==> src/verilog/css_cfg.svh <==
/*
 * Constants of the count-source selection front end: rule summary, source
 * and mode codes, tick periods and derived cycle counts.
 * Assumes a 200 MHz core clock; included by the package and the modules.
 */
// Function
// - Phase A/B source counts pin pulses decoded per configured pulse input mode.
// - Phase A/B source allowed only in normal, frequency or rotation speed mode.
// - Internal ticks of 0.1, 1, 10 or 100 us counted, only in normal mode.
// - Cross source, peer normal: count each rising edge of peer match flag.
// - Cross source, peer PWM: count each rising edge of peer coincidence output.
// - Cross source only with own normal mode and peer normal or PWM mode.
// - Internal clock count equals elapsed time divided by tick period.
// - Internal ticks with coincidence output give an on-delay timer.
// - Pulse input mode only matters when the phase A/B source is selected.
`ifndef CSS_CFG_SVH
`define CSS_CFG_SVH

// ----------------------------------------------------------------------
// Clock and tick periods
// ----------------------------------------------------------------------
`define CSS_CLK_PERIOD_PS   5000
`define CSS_TICK0_PS        100000
`define CSS_TICK1_PS        1000000
`define CSS_TICK2_PS        10000000
`define CSS_TICK3_PS        100000000
`define CSS_TICK0_CYC       (`CSS_TICK0_PS / `CSS_CLK_PERIOD_PS)
`define CSS_TICK1_CYC       (`CSS_TICK1_PS / `CSS_CLK_PERIOD_PS)
`define CSS_TICK2_CYC       (`CSS_TICK2_PS / `CSS_CLK_PERIOD_PS)
`define CSS_TICK3_CYC       (`CSS_TICK3_PS / `CSS_CLK_PERIOD_PS)

// ----------------------------------------------------------------------
// Source codes
// ----------------------------------------------------------------------
`define CSS_SRC_PHASE       3'h0
`define CSS_SRC_INT0        3'h1
`define CSS_SRC_INT1        3'h2
`define CSS_SRC_INT2        3'h3
`define CSS_SRC_INT3        3'h4
`define CSS_SRC_PEER        3'h5

// ----------------------------------------------------------------------
// Operation mode codes
// ----------------------------------------------------------------------
`define CSS_MODE_NORMAL     3'h0
`define CSS_MODE_FREQ       3'h1
`define CSS_MODE_SPEED      3'h2
`define CSS_MODE_PULSE      3'h3
`define CSS_MODE_PWM        3'h4

// ----------------------------------------------------------------------
// Pulse input mode codes
// ----------------------------------------------------------------------
`define CSS_PIM_1X1         3'h0
`define CSS_PIM_1X1A        3'h1
`define CSS_PIM_1X2         3'h2
`define CSS_PIM_1X2A        3'h3
`define CSS_PIM_CWCCW       3'h4
`define CSS_PIM_2X1         3'h5
`define CSS_PIM_2X2         3'h6
`define CSS_PIM_2X4         3'h7

`endif

==> src/verilog/css_pkg.sv <==
/*
 * Types of the count-source selection front end.
 * Assumes css_cfg.svh is on the include path.
 */
`include "css_cfg.svh"

package css_pkg;
   typedef logic [2:0] css_src_type;
   typedef logic [2:0] css_mode_type;
   typedef logic [2:0] css_pim_type;
endpackage : css_pkg

==> src/verilog/css_tick_if.sv <==
/*
 * Interface carrying internal tick strobes from the tick generator to the
 * selector. Assumes both ends share one clock.
 */
`timescale 1ns/10ps
`default_nettype none

interface css_tick_if;
   logic [3:0] tick;   // One-cycle strobe per period, index 0 is fastest.
   modport gen (output tick);
   modport use_ (input tick);
endinterface : css_tick_if

`default_nettype wire

==> src/verilog/css_tick_gen.sv <==
/*
 * Internal tick generator: four free-running dividers of the core clock.
 * Assumes a 200 MHz clock so every period is a whole number of cycles.
 */
`timescale 1ns/10ps
`default_nettype none
`include "css_cfg.svh"

module css_tick_gen #(
   parameter int CYC0 = `CSS_TICK0_CYC,
   parameter int CYC1 = `CSS_TICK1_CYC,
   parameter int CYC2 = `CSS_TICK2_CYC,
   parameter int CYC3 = `CSS_TICK3_CYC
) (
   // Clock and reset
   input wire logic  clock,
   input wire logic  resetn,
   // Tick strobes
   css_tick_if.gen   tk
);
   import css_pkg::*;

   localparam int CYC [4] = '{CYC0, CYC1, CYC2, CYC3};

   typedef struct packed {
      logic [3:0][24:0] cnt;
      logic [3:0]       tick;
   } css_tg_state_type;

   css_tg_state_type st_ff;
   css_tg_state_type nxt_st;

   // Each divider wraps after its period and strobes once per wrap.
   always_comb begin
      nxt_st = st_ff;
      for (int i = 0; i < 4; i++) begin
         if (st_ff.cnt[i] == 25'(CYC[i] - 1)) begin
            nxt_st.cnt[i]  = '0;
            nxt_st.tick[i] = 1'b1;
         end else begin
            nxt_st.cnt[i]  = st_ff.cnt[i] + 25'h0000001;
            nxt_st.tick[i] = 1'b0;
         end
      end
   end

   always_ff @(posedge clock or negedge resetn) begin
      if (!resetn) begin
         st_ff <= '0;
      end else begin
         st_ff <= nxt_st;
      end
   end

   assign tk.tick = st_ff.tick;
endmodule : css_tick_gen

`default_nettype wire

==> src/verilog/css_source_select.sv <==
/*
 * Count-source selection front end for one counter channel. Picks phase
 * A/B pins, one of four internal ticks or the peer channel's first
 * coincidence event, and emits one-cycle count pulses with a direction.
 * Assumes pins are asynchronous, peer signals come from the same clock.
 */
`timescale 1ns/10ps
`default_nettype none
`include "css_cfg.svh"

module css_source_select (
   // Clock and reset
   input wire logic            clock,
   input wire logic            resetn,
   // Configuration
   input wire css_pkg::css_src_type  srcSel,
   input wire css_pkg::css_mode_type ownMode,
   input wire css_pkg::css_mode_type peerMode,
   input wire css_pkg::css_pim_type  pulseMode,
   input wire logic            countDownCmd,
   // External pulse pins
   input wire logic            phaseA,
   input wire logic            phaseB,
   // Peer channel events
   input wire logic            peer_match1_flag,
   input wire logic            peerCoinOut1,
   // Counter core side
   output logic                countPulse,
   output logic                countDown,
   output logic                srcIllegal
);
   import css_pkg::*;

   css_tick_if tk ();

   // ----------------------------------------------------------------------
   // Tick generator
   // ----------------------------------------------------------------------
   css_tick_gen u_tick (
      .clock  (clock),
      .resetn (resetn),
      .tk     (tk)
   );

   typedef struct packed {
      logic [1:0] syncA;
      logic [1:0] syncB;
      logic       prevA;
      logic       prevB;
      logic       prevPeer;
      logic       pulse;
      logic       down;
      logic       illegal;
   } css_state_type;

   css_state_type st_ff;
   css_state_type nxt_st;

   logic aNow;
   logic bNow;
   logic aRise;
   logic aFall;
   logic bRise;
   logic bFall;
   logic peerSig;
   logic srcOk;
   logic up;
   logic dn;

   // ----------------------------------------------------------------------
   // Next-state logic
   // ----------------------------------------------------------------------
   // Only the second synchroniser stage feeds edge detection, so a
   // metastable first stage never reaches the decoder.
   always_comb begin
      nxt_st = st_ff;
      nxt_st.syncA = {st_ff.syncA[0], phaseA};
      nxt_st.syncB = {st_ff.syncB[0], phaseB};
      aNow  = st_ff.syncA[1];
      bNow  = st_ff.syncB[1];
      nxt_st.prevA = aNow;
      nxt_st.prevB = bNow;
      aRise = aNow & ~st_ff.prevA;
      aFall = ~aNow & st_ff.prevA;
      bRise = bNow & ~st_ff.prevB;
      bFall = ~bNow & st_ff.prevB;

      // Peer source follows the peer's mode; PWM uses the output pin.
      peerSig = (peerMode == `CSS_MODE_PWM) ? peerCoinOut1
                                            : peer_match1_flag;
      nxt_st.prevPeer = peerSig;

      // Legality of the chosen source against the modes.
      unique case (srcSel)
         `CSS_SRC_PHASE:
            srcOk = (ownMode == `CSS_MODE_NORMAL) || (ownMode == `CSS_MODE_FREQ)
                    || (ownMode == `CSS_MODE_SPEED);
         `CSS_SRC_INT0, `CSS_SRC_INT1, `CSS_SRC_INT2, `CSS_SRC_INT3:
            srcOk = (ownMode == `CSS_MODE_NORMAL);
         `CSS_SRC_PEER:
            srcOk = (ownMode == `CSS_MODE_NORMAL) && ((peerMode == `CSS_MODE_NORMAL)
                    || (peerMode == `CSS_MODE_PWM));
         default:
            srcOk = 1'b0;
      endcase

      // Phase decoding is consulted only for the pin source.
      up = 1'b0;
      dn = 1'b0;
      unique case (pulseMode)
         `CSS_PIM_1X1: begin
            up = aRise & ~(bNow | countDownCmd);
            dn = aFall & (bNow | countDownCmd);
         end
         `CSS_PIM_1X1A: begin
            up = aRise & ~countDownCmd;
            dn = aFall & countDownCmd;
         end
         `CSS_PIM_1X2: begin
            up = (aRise | aFall) & ~(bNow | countDownCmd);
            dn = (aRise | aFall) & (bNow | countDownCmd);
         end
         `CSS_PIM_1X2A: begin
            up = (aRise | aFall) & ~countDownCmd;
            dn = (aRise | aFall) & countDownCmd;
         end
         `CSS_PIM_CWCCW: begin
            up = aRise & ~bNow;
            dn = bRise & ~aNow;
         end
         `CSS_PIM_2X1: begin
            up = aRise & ~bNow;
            dn = aFall & ~bNow;
         end
         `CSS_PIM_2X2: begin
            up = (aRise & ~bNow) | (aFall & bNow);
            dn = (aRise & bNow) | (aFall & ~bNow);
         end
         `CSS_PIM_2X4: begin
            up = (aRise & ~bNow) | (aFall & bNow) | (bRise & aNow) | (bFall & ~aNow);
            dn = (aRise & bNow) | (aFall & ~bNow) | (bRise & ~aNow) | (bFall & aNow);
         end
      endcase

      // One pulse per qualifying event, only from a legal source.
      nxt_st.pulse   = 1'b0;
      nxt_st.down    = 1'b0;
      nxt_st.illegal = ~srcOk;
      if (srcOk) begin
         unique case (srcSel)
            `CSS_SRC_PHASE: begin
               nxt_st.pulse = up | dn;
               nxt_st.down  = dn & ~up;
            end
            `CSS_SRC_INT0: nxt_st.pulse = tk.tick[0];
            `CSS_SRC_INT1: nxt_st.pulse = tk.tick[1];
            `CSS_SRC_INT2: nxt_st.pulse = tk.tick[2];
            `CSS_SRC_INT3: nxt_st.pulse = tk.tick[3];
            `CSS_SRC_PEER: nxt_st.pulse = peerSig & ~st_ff.prevPeer;
            default:       nxt_st.pulse = 1'b0;
         endcase
      end
   end

   // ----------------------------------------------------------------------
   // State register
   // ----------------------------------------------------------------------
   always_ff @(posedge clock or negedge resetn) begin
      if (!resetn) begin
         st_ff <= '0;
      end else begin
         st_ff <= nxt_st;
      end
   end

   assign countPulse = st_ff.pulse;
   assign countDown  = st_ff.down;
   assign srcIllegal = st_ff.illegal;
endmodule : css_source_select

`default_nettype wire

==> config.mk <==
export PLATFORM = sky130hd
export DESIGN_NAME = css_source_select
export DESIGN_NICKNAME = d
export VERILOG_FILES = /design/src/verilog/css_pkg.sv /design/src/verilog/css_tick_if.sv /design/src/verilog/css_tick_gen.sv /design/src/verilog/css_source_select.sv
export VERILOG_INCLUDE_DIRS = /design/src /design/src/verilog
export SDC_FILE = /design/constraint.sdc
export NUM_CORES = 1
export LEC_CHECK = 0
export ABC_AREA = 1
export BUFFER_PORTS_ARGS = -buffer_cell sky130_fd_sc_hd__buf_2
export CORE_MARGIN = 2
export CORE_UTILIZATION = 29
export DETAILED_ROUTE_END_ITERATION = 16
export GPL_TIMING_DRIVEN = 0
export HOLD_SLACK_MARGIN = 0.06
export PLACE_DENSITY = 0.51
export SYNTH_ARGS = -nofsm -noshare
export SYNTH_HDL_FRONTEND = slang
export SYNTH_HIERARCHICAL = 1
export SYNTH_SLANG_ARGS = --single-unit
==> constraint.sdc <==
create_clock -name clock -period 3 [get_ports clock]
set_input_delay 0.6 -clock clock [delete_from_list [all_inputs] [get_ports clock]]
set_output_delay 0.6 -clock clock [all_outputs]
set_load 0.01 [all_outputs]
==> results.ini, run 1 <==
[timing]
finalSetupViolCount=0
min_period_ns=1.597
worst_slew_pin_slew_ns=0.4431
period_share_pct=53.23
finalHoldViolCount=0
rsz0062_at_grt=false
max_freq_mhz=626.2
slew_violations=0
holdWs_ns=0.06596
fin_skew_ns=0.008788
relSlewSlack_pct=70.35

[cts]
cts_tree=yes
postCtsSetupRepairBufs=0
htree_num_levels=4
numCtsBuffers=17
path_clk_slew_ns=0.05
cts-resized-gates=0
cts_buffer_depth=2
clock_sink_count=114
root_buffer=clkbuf_16
clk_latency_ns=0.42
hold_buffers=0

[yosys]
synth_cells=998
yosysWarnings=6
avgSynthCellArea_um2=6.932
ys_ff_latch=114
postSynthNetCount=1023
ys_types=28
syn_area_um2=6918
ys_seq_area_share_pct=41.24

[die]
dieArea_um2=25110
start_util_pct=29.47
die_width_um=158.5
coreArea_um2=23470
fp.dieH_um=158.5
io_pins=22
rows=56

[status]
outcome=completed

[critical_path]
crit_chain=inv_1, ha_1, inv_1, nand2_1, o21ai_1, nor2_1, nor2_1, nand3_2, nand2_2, nand2_1, nand2_1, a21oi_2
worstPathArrival_ns=1.89
cpPeakStageDelay_ns=0.43
crit_type=register to register
worstSetupEndpointType=register
critPathLaunchType=register
crit_path_top_delay_cell=dfrtp_1
crit_required_ns=3.29
crit_path_max_fanout=6
cp_common_cell=nand2_1

[hold_path]
hp-class=input port to asynchronous set/reset pin

[detailed_routing]
viasPerCell=4.212
routed-wl-met3_um=382
drt-initial-drc-count=314
firstDrtPassIters=5
top_layer_used=met4
route.detailed.drc=0
met2_length_um=7037
final_antenna_net_count=0
routed_wl_um=15320
vias=5775
drt-met1-wl_um=7670
wire_per_inst_um=11.17

[power_and_ir_drop]
switchingPower_uw=788.0
power_frac_comb_pct=2.8
power_mw=3.729
ir_drop_uv=282.4
p_int_mw=2.941
seq_power_share_pct=41.5
swShare_pct=21.13
powerDensity_nw_per_um2=462.6
power_frac_clock_pct=55.7
power_leakage_nw=4.198

[finish]
utilization_pct=34.34
drive_above_1_share_pct=10.55
syn2layout_area_growth_pct=16.53
final_nets=1064
layout_common_cells=nand2_1 (273), nor2_1 (202), inv_1 (167)
stdcell_count=1371
layout_commonest_cell=nand2_1
diodes=0

[run]
cap_violations=0

[place]
place_inst=1339
io_buffers=21
gp_congestion=0.8658
dpl.hpwl_um=11550

[global_route]
antenna_found_initial=0
grt_pass1_wl_um=26260
grt_max_degree=81
grt_pass1_vias=5650
grt.total_usage_pct=13.33
overflow=0

## registers in the layout (all words and copies together) (netlist names)
signal and count:
countDown 1, srcIllegal 1, u_tick/tk.tick 4, bNow 1, st_ff 3, countPulse 1
u_tick/st_ff 100, nxt_st 2, aNow 1
## layer usage
layer / track usage, % / up-vias
met1: 17.02 / 2610
met4: 4.333 / 0
li1: - / 3089
met3: 3.402 / 17
met2: 22.07 / 59
met5: 0 / -
## final cells by class
type,instances,area (µm²)
timing repair buffer,22,138.9
sequential,114,2853
clock buffer,22,474.2
tap,319,399.1
multi-input combinational,707,3374
fill,2528,15410
inverter,171,641.9
clock inverter,10,131.4
buffer,6,48.80
## critical path, delay by kind of cell (launching register included)
family                   cells  cell delay (ns)
AND/OR/NAND/NOR              7             0.48
flip-flops                   1             0.43
buffers and inverters        2             0.22
adder cells (fa/ha/maj)      1             0.20
AO/OA/AOI/OAI                2             0.14
## path summary, 6_finish.rpt
path,start,end,slack (ns),cells past startpoint
worst max-delay path,aNow,countPulse,1.40,12
worst max register to register,aNow,countPulse,1.40,12
min in group clock,phaseB,nxt_st[7],0.29,1
worst min-delay path,resetn,u_tick/st_ff[100],0.07,1
worst min register to register,nxt_st[9],aNow,0.35,0
max in group asynchronous,resetn,srcIllegal,2.23,2
## synth_stat cells, drive strengths merged
library cell  number  share of area, %
nand2            289                16
nor2             230                15
inv              171               9.3
dfrtp            114                41
nand3             88               6.4
xor2              46               5.8
nand4             12               1.1
nor3              10              0.87
o21ai             10              0.78
buf                6              0.71
ha                 6               1.1
nand3b             5              0.54
xnor2              5              0.63
a21oi              4              0.34
o211ai             1              0.11
o21bai             1              0.11
## cells by family (layout without fill, tap and decap cells)
family / Yosys count / after routing / synth area share (%)
simple gates: 634 / 634 / 39.90
xor+xnor: 51 / 51 / 6.457
buf+inv: 177 / 231 / 9.984
compound gates: 16 / 16 / 1.338
fa+ha+maj: 6 / 6 / 1.085
flops: 114 / 114 / 41.24
## metrics by stage
stage                     setup slack [ns]  setup TNS (ns)  cell area (µm²)
final                                1.403               0             8061
after global routing                 1.166               0             8061
after global placement             -0.2547          -27.22             7422
after CTS                            1.372               0             8061
after detailed placement            0.9454               0             7456
after floorplan                      1.569               0             6918
## power by group through the flow
stage	sequential (mW)	combinational [mW]	clock, mW
2_1_floorplan	1.58	0.0415	0
3_3_place_gp	1.58	0.102	0
3_5_place_dp	1.58	0.108	0
4_1_cts	1.55	0.108	2.14
5_1_grt	1.55	0.121	2.22
6_report	1.55	0.103	2.08
Note: power is estimated with default switching activity, not from simulation.
==> inputs of run 2 (changes only) <==
--- a/config.mk
+++ b/config.mk
@@ -6,14 +6,14 @@
 export SDC_FILE = /design/constraint.sdc
 export NUM_CORES = 1
 export LEC_CHECK = 0
-export ABC_AREA = 1
+export ABC_AREA = 0
 export BUFFER_PORTS_ARGS = -buffer_cell sky130_fd_sc_hd__buf_2
 export CORE_MARGIN = 2
 export CORE_UTILIZATION = 29
 export DETAILED_ROUTE_END_ITERATION = 16
 export GPL_TIMING_DRIVEN = 0
 export HOLD_SLACK_MARGIN = 0.06
-export PLACE_DENSITY = 0.51
+export PLACE_DENSITY = 0.52
 export SYNTH_ARGS = -nofsm -noshare
 export SYNTH_HDL_FRONTEND = slang
 export SYNTH_HIERARCHICAL = 1
==> constraint.sdc (replaced) <==
create_clock -name clock -period 1.7 [get_ports clock]
set_input_delay 0.34 -clock clock [delete_from_list [all_inputs] [get_ports clock]]
set_output_delay 0.34 -clock clock [all_outputs]
set_load 0.01 [all_outputs]
==> run 2 against run 1 <==
Against the previous run:
- the run now ends with negative setup slack left
- power increased by 80%
- sequential share of layout area increased by 6.2 points
- non-clock buffer count increased by 26
- register-to-register slack got worse by 1.4 ns
- utilization increased by 3.6 points
- clock skew increased by 0.0037 ns
- flip-flop and latch count unchanged
- clock power increased by 81%
- critical path type unchanged
==> results.ini, run 2 <==
[critical_path]
critPathLaunch=u_tick/st_ff[41]
critPathLaunchType=register
timing.rr.start=u_tick/st_ff[41]
crit_chain=or4_1, or4_4, nor2_4, nor2b_1
worstPathArrival_ns=2.02
crit_path_max_fanout=6
crit_required_ns=2.00
worstSetupEndpointType=register
crit_path_top_delay_cell=or4_1
crit_type=register to register
cpPeakStageDelay_ns=0.52

[hold_path]
hp-class=input port to register
min-delay-start=peer_match1_flag

[global_route]
antenna_found_initial=0
grt_pass1_vias=3896
grt_max_degree=93
grt.total_usage_pct=11.64
overflow=0
grt_pass1_wl_um=18390

[status]
outcome=complete, but fails checks
violations=negative setup slack

[finish]
drive_above_1_share_pct=21.78
diodes=0
layout_commonest_cell=dfrtp_1
largest_register_ff_count=100
regMostFlops=u_tick/st_ff
final_nets=595
fillers=1734
layout_common_cells=dfrtp_1 (112), xnor2_1 (57), nor2_1 (42)
stdcell_area_um2=6864
syn2layout_area_growth_pct=27.14

[yosys]
yosysMostFrequentCell=dfrtp_1
synthTopCellsByCount=dfrtp_1 (114), xnor2_1 (57), nor2_1 (46)
synthTopCellsByArea=dfrtp_1 (53%), xnor2_1 (9.2%), xor2_1 (5.7%), nand3_1 (3.6%), nand4_1 (3.5%)
synth_edf_count=0
ys_ff_latch=114
yosysWarnings=6
avgSynthCellArea_um2=10.69
ys_types=50
synth_top_area_share_pct=52.84
synthFlopType=dfrtp_1
synth_largest_area_cell=dfrtp_1
ys_seq_area_share_pct=52.84
synth_cells=505
postSynthNetCount=530
syn_area_um2=5399
ys_async_sr_fraction_pct=100.0

[run]
cap_violations=0

[timing]
period_share_pct=101.0
max_freq_mhz=582.6
min_period_ns=1.716
worst_slew_pin_slew_ns=0.5166
rsz0062_at_grt=true
finalSetupViolCount=5
fin_skew_ns=0.01245
relSlewSlack_pct=65.20
finalHoldViolCount=0
holdWs_ns=0.2077
worst_slack_ns=-0.01638
slew_violations=0
setup_tns_ns=-0.05156

[die]
fp.dieH_um=140.4
dieArea_um2=19720
coreArea_um2=18090
rows=49
die_width_um=140.4
start_util_pct=29.85
io_pins=22

[cts]
path_clk_slew_ns=0.05
htree_num_levels=4
clock_sink_count=114
clk_latency_ns=0.42
root_buffer=clkbuf_16
cts_buffer_depth=2
cts_tree=yes
numCtsBuffers=17

[detailed_routing]
met2_length_um=5257
routed-wl-met3_um=361
routed_wl_um=11090
route.detailed.drc=0
firstDrtPassIters=5
top_layer_used=met4
viasPerCell=4.792
vias=3891
drt-initial-drc-count=196
final_antenna_net_count=0
drt-met1-wl_um=5268
wire_per_inst_um=13.66

[place]
dpl.hpwl_um=7128
preCtsSetupSlack_ns=-0.1097
io_buffers=21
placed_area_um2=5824
gp_congestion=0.7939

[power_and_ir_drop]
power_mw=6.708
powerDensity_nw_per_um2=977.2
power_leakage_nw=3.009
ir_drop_uv=383.5

## run 2: changes by cell type in the layout (fill, tap and decap cells not counted), sizes merged, moves of 23 or more
cell,previous run,this run
nor4,0,23
inv,171,15
nor2,230,47
xnor2,5,57
nand3,88,39
nand2,289,39
## run 2: stage by stage
step | utilization, % | instances
2_1_floorplan | - | 505
3_3_place_gp | 32.02 | 755
3_5_place_dp | 32.20 | 756
4_1_cts | 36.36 | 798
5_1_grt | 37.95 | 812
6_report | 37.95 | 812
## run 2: timing repair
item                       in CTS  in global routing
gates resized for setup        10                 35
hold endpoints to repair       24                  0
pin swaps                       4                 17
hold buffers                    3                  0
buffers inserted                7                 14
setup endpoints to repair      44                 60
cloned                          0                  0
## run 2: cell type report
class / instances / area (µm²) / share of cell area [%]
Clock inverter: 9 / 152.6 / 2.224
Sequential cell: 114 / 2855 / 41.60
Tap cell: 229 / 286.5 / 4.174
Inverter: 15 / 56.30 / 0.8203
Clock buffer: 23 / 478.0 / 6.963
Timing Repair Buffer: 46 / 330.3 / 4.812
Multi-Input combinational cell: 368 / 2643 / 38.50
Buffer: 8 / 62.56 / 0.9114
## run 2: cells by family after synthesis
family	count (synthesis)	share of synthesized area (%)
DFF	114	52.84
AOI/OAI and AO/OA	22	3.314
muxes	2	0.3708
xor gates and xnor gates	92	14.92
and+or+nand+nor	245	24.98
buffers and inverters	23	1.970
adders and majority gates	7	1.599
## run 2: final timing paths
path                                         end  slack (ns)  cells past startpoint
max in group asynchronous       u_tick/st_ff[20]        0.65                      3
worst min-delay path                    st_ff[3]        0.21                      3
min in group asynchronous       u_tick/st_ff[89]        0.33                      2
worst max-delay path            u_tick/st_ff[30]       -0.02                      4
worst min register to register              bNow        0.35                      0
worst max register to register  u_tick/st_ff[30]       -0.02                      4
## run 2: routing by layer
| layer | track usage, % | up-vias |
|---|---|---|
| met1 | 14.76 | 1923 |
| li1 | - | 1910 |
| met2 | 17.83 | 43 |
| met5 | 0 | - |
| met4 | 5.529 | 0 |
| met3 | 4.034 | 15 |
## run 2: worst max-delay path, delay by kind of cell (launching register included)
| kind | cells | cell delay (ns) |
|---|---|---|
| AND/OR/NAND/NOR | 4 | 1.21 |
| flip-flops | 1 | 0.38 |
## run 2: report_power, final
part           switching [mW]  total [mW]  leakage [nW]  internal, mW
Combinational           0.125       0.206          1.19        0.0806
Sequential            0.00926        2.74          1.52          2.73
Clock                    1.20        3.76         0.299          2.56
Total                    1.34        6.71          3.01          5.37
==> inputs of run 3 (changes only) <==
--- a/config.mk
+++ b/config.mk
@@ -13,7 +13,7 @@
 export DETAILED_ROUTE_END_ITERATION = 16
 export GPL_TIMING_DRIVEN = 0
 export HOLD_SLACK_MARGIN = 0.06
-export PLACE_DENSITY = 0.52
+export PLACE_DENSITY = 0.53
 export SYNTH_ARGS = -nofsm -noshare
 export SYNTH_HDL_FRONTEND = slang
 export SYNTH_HIERARCHICAL = 1
==> constraint.sdc (replaced) <==
create_clock -name clock -period 1.46 [get_ports clock]
set_input_delay 0.292 -clock clock [delete_from_list [all_inputs] [get_ports clock]]
set_output_delay 0.292 -clock clock [all_outputs]
set_load 0.01 [all_outputs]
==> run 3 against run 2 <==
Against the previous run:
- the run still ends with negative setup slack left
- critical path type unchanged
- final area is 11% higher
- critical endpoint unchanged
- via count rose by 7.9%
- global-route usage up 0.60 points
- maximum frequency is 1.2% higher
- clock power is 20% higher
- sequential share of layout area shrank 3.9 points
==> results.ini, run 3 (synthesis gave the netlist of run 2 again) <==
[status]
outcome=complete, but fails checks
violations=negative setup slack

[power_and_ir_drop]
power_leakage_nw=3.428
power_frac_comb_pct=3.2
seq_power_share_pct=40.1
powerDensity_nw_per_um2=1045
ir_drop_uv=728.2
power_frac_clock_pct=56.7
switchingPower_mw=1.562
swShare_pct=19.67
p_int_mw=6.379

[critical_path]
crit_path_top_delay_cell=or4_1
crit_chain=or4_1, or4_4, nor2_4, nor2b_1
worstSetupEndpointType=register
worstPathArrival_ns=1.99
critPathLaunchType=register
crit_required_ns=1.75
crit_type=register to register
cp_num_buf_inv=0
cpLargestDelayFamily=simple AND/OR/NAND/NOR gates
crit_path_max_fanout=6
cpPeakStageDelay_ns=0.51

[timing]
worst_slew_pin_slew_ns=0.4803
slew_violations=0
relSlewSlack_pct=67.98
fin_skew_ns=0.007814
min_period_ns=1.696
period_share_pct=116.2
max_freq_mhz=589.5
rsz0062_at_grt=true
finalHoldViolCount=0
finalSetupViolCount=46
worst_slack_ns=-0.2364

[finish]
diodes=0
fillers=1624
regMostFlops=u_tick/st_ff
syn2layout_area_growth_pct=40.79
final_nets=647
layout_commonest_cell=dfrtp_1
regArea_um2=2869
multi_input_area_um2=2942
drive_above_1_share_pct=35.75
largest_register_ff_count=100
layout_common_cells=dfrtp_1 (101), buf_4 (72), xnor2_1 (57)
stdcell_area_um2=7601
utilization_pct=42.03

[place]
io_buffers=21
placed_area_um2=5868
dpl.hpwl_um=6960
gp_congestion=0.8334

[die]
dieArea_um2=19720
coreArea_um2=18090
io_pins=22
start_util_pct=29.85
rows=49
die_width_um=140.4
fp.dieH_um=140.4

[detailed_routing]
routed_wl_um=11880
wire_per_inst_um=13.75
firstDrtPassIters=5
final_antenna_net_count=0
viasPerCell=4.860
route.detailed.drc=0
drt-initial-drc-count=189
vias=4199

[global_route]
grt_max_degree=98
grt_pass1_wl_um=19550
antenna_found_initial=0
grt_pass1_vias=4188
grt.total_usage_pct=12.24
grt_use_met1_pct=14.99
overflow=0
busiest_layer=met2
grtUsageMet3_pct=3.966
grtUsageMet2_pct=20.38

[cts]
cts_buffer_depth=2
htree_num_levels=4
clock_sink_count=114
cts_tree=yes
path_clk_slew_ns=0.06
root_buffer=clkbuf_16
clk_latency_ns=0.41
numCtsBuffers=17

[hold_path]
hp-class=input port to register

[run]
cap_violations=0

run 3: cell count changes in the layout (fill, tap and decap cells not counted), moves of 7 or more:
cell     change
buf_4       +48
dfrtp_2     +11
nand3_4      +7
nor2_1       -8
nand3_1      -7
dfrtp_1     -11
run 3: final timing paths:
kind	from	end	slack (ns)	depth (start not counted)
worst max register to register	u_tick/st_ff[41]	u_tick/st_ff[30]	-0.24	4
worst max-delay path	u_tick/st_ff[41]	u_tick/st_ff[30]	-0.24	4
worst min register to register	nxt_st[9]	aNow	0.35	0
min in group asynchronous	resetn	u_tick/st_ff[86]	0.28	2
max in group asynchronous	resetn	u_tick/st_ff[13]	0.44	3
worst min-delay path	peerCoinOut1	st_ff[3]	0.16	3
run 3: timing repair:
item | 4_1_cts | 5_1_grt
hold buffers | 3 | 0
endpoints found under the hold margin | 19 | 0
gates resized for setup | 57 | 60
pin swaps | 26 | 42
gates cloned | 0 | 1
setup buffers | 46 | 27
endpoints found under the setup margin | 84 | 84
run 3: routing by layer:
metal | routed length, µm | vias to the layer above
li1 | - | 2031
met1 | 5470 | 2085
met2 | 5820 | 67
met3 | 409 | 16
met4 | 176 | 0
met5 | 0 | -
run 3: per-stage QoR:
stage          std cells  setup slack (ns)  hold slack, ns  TNS, ns  total power [mW]
3_5_place_dp         756           -0.3380          0.1446   -15.31             3.450
3_3_place_gp         755            -1.265          0.3364  -158.03             3.432
6_report             864           -0.2364          0.1551   -4.647             7.942
5_1_grt              864           -0.2788          0.1690   -8.702             8.238
4_1_cts              837           -0.2553          0.1516   -4.151             8.025
2_1_floorplan        505           -0.1808       -0.003591   -1.944             3.318
run 3: power by group through the flow:
stage,Clock [mW],Sequential (mW),Combinational [mW]
2_1_floorplan,0,3.24,0.0783
3_3_place_gp,0,3.24,0.192
3_5_place_dp,0,3.24,0.210
4_1_cts,4.60,3.19,0.243
5_1_grt,4.77,3.19,0.283
6_report,4.50,3.19,0.251
run 3: layout make-up:
cell class	instances	share of cell area, %
Sequential cell	114	37.74
Multi-Input combinational cell	368	38.70
Inverter	15	0.7407
Clock buffer	21	6.058
Tap cell	229	3.770
Timing Repair Buffer	99	9.827
Buffer	7	0.7572
Clock inverter	11	2.403
run 3: worst reg2reg max path: cells and delay by family (launching register included):
family           cells  cell delay, ns
DFF                  1            0.38
and+or+nand+nor      4            1.19
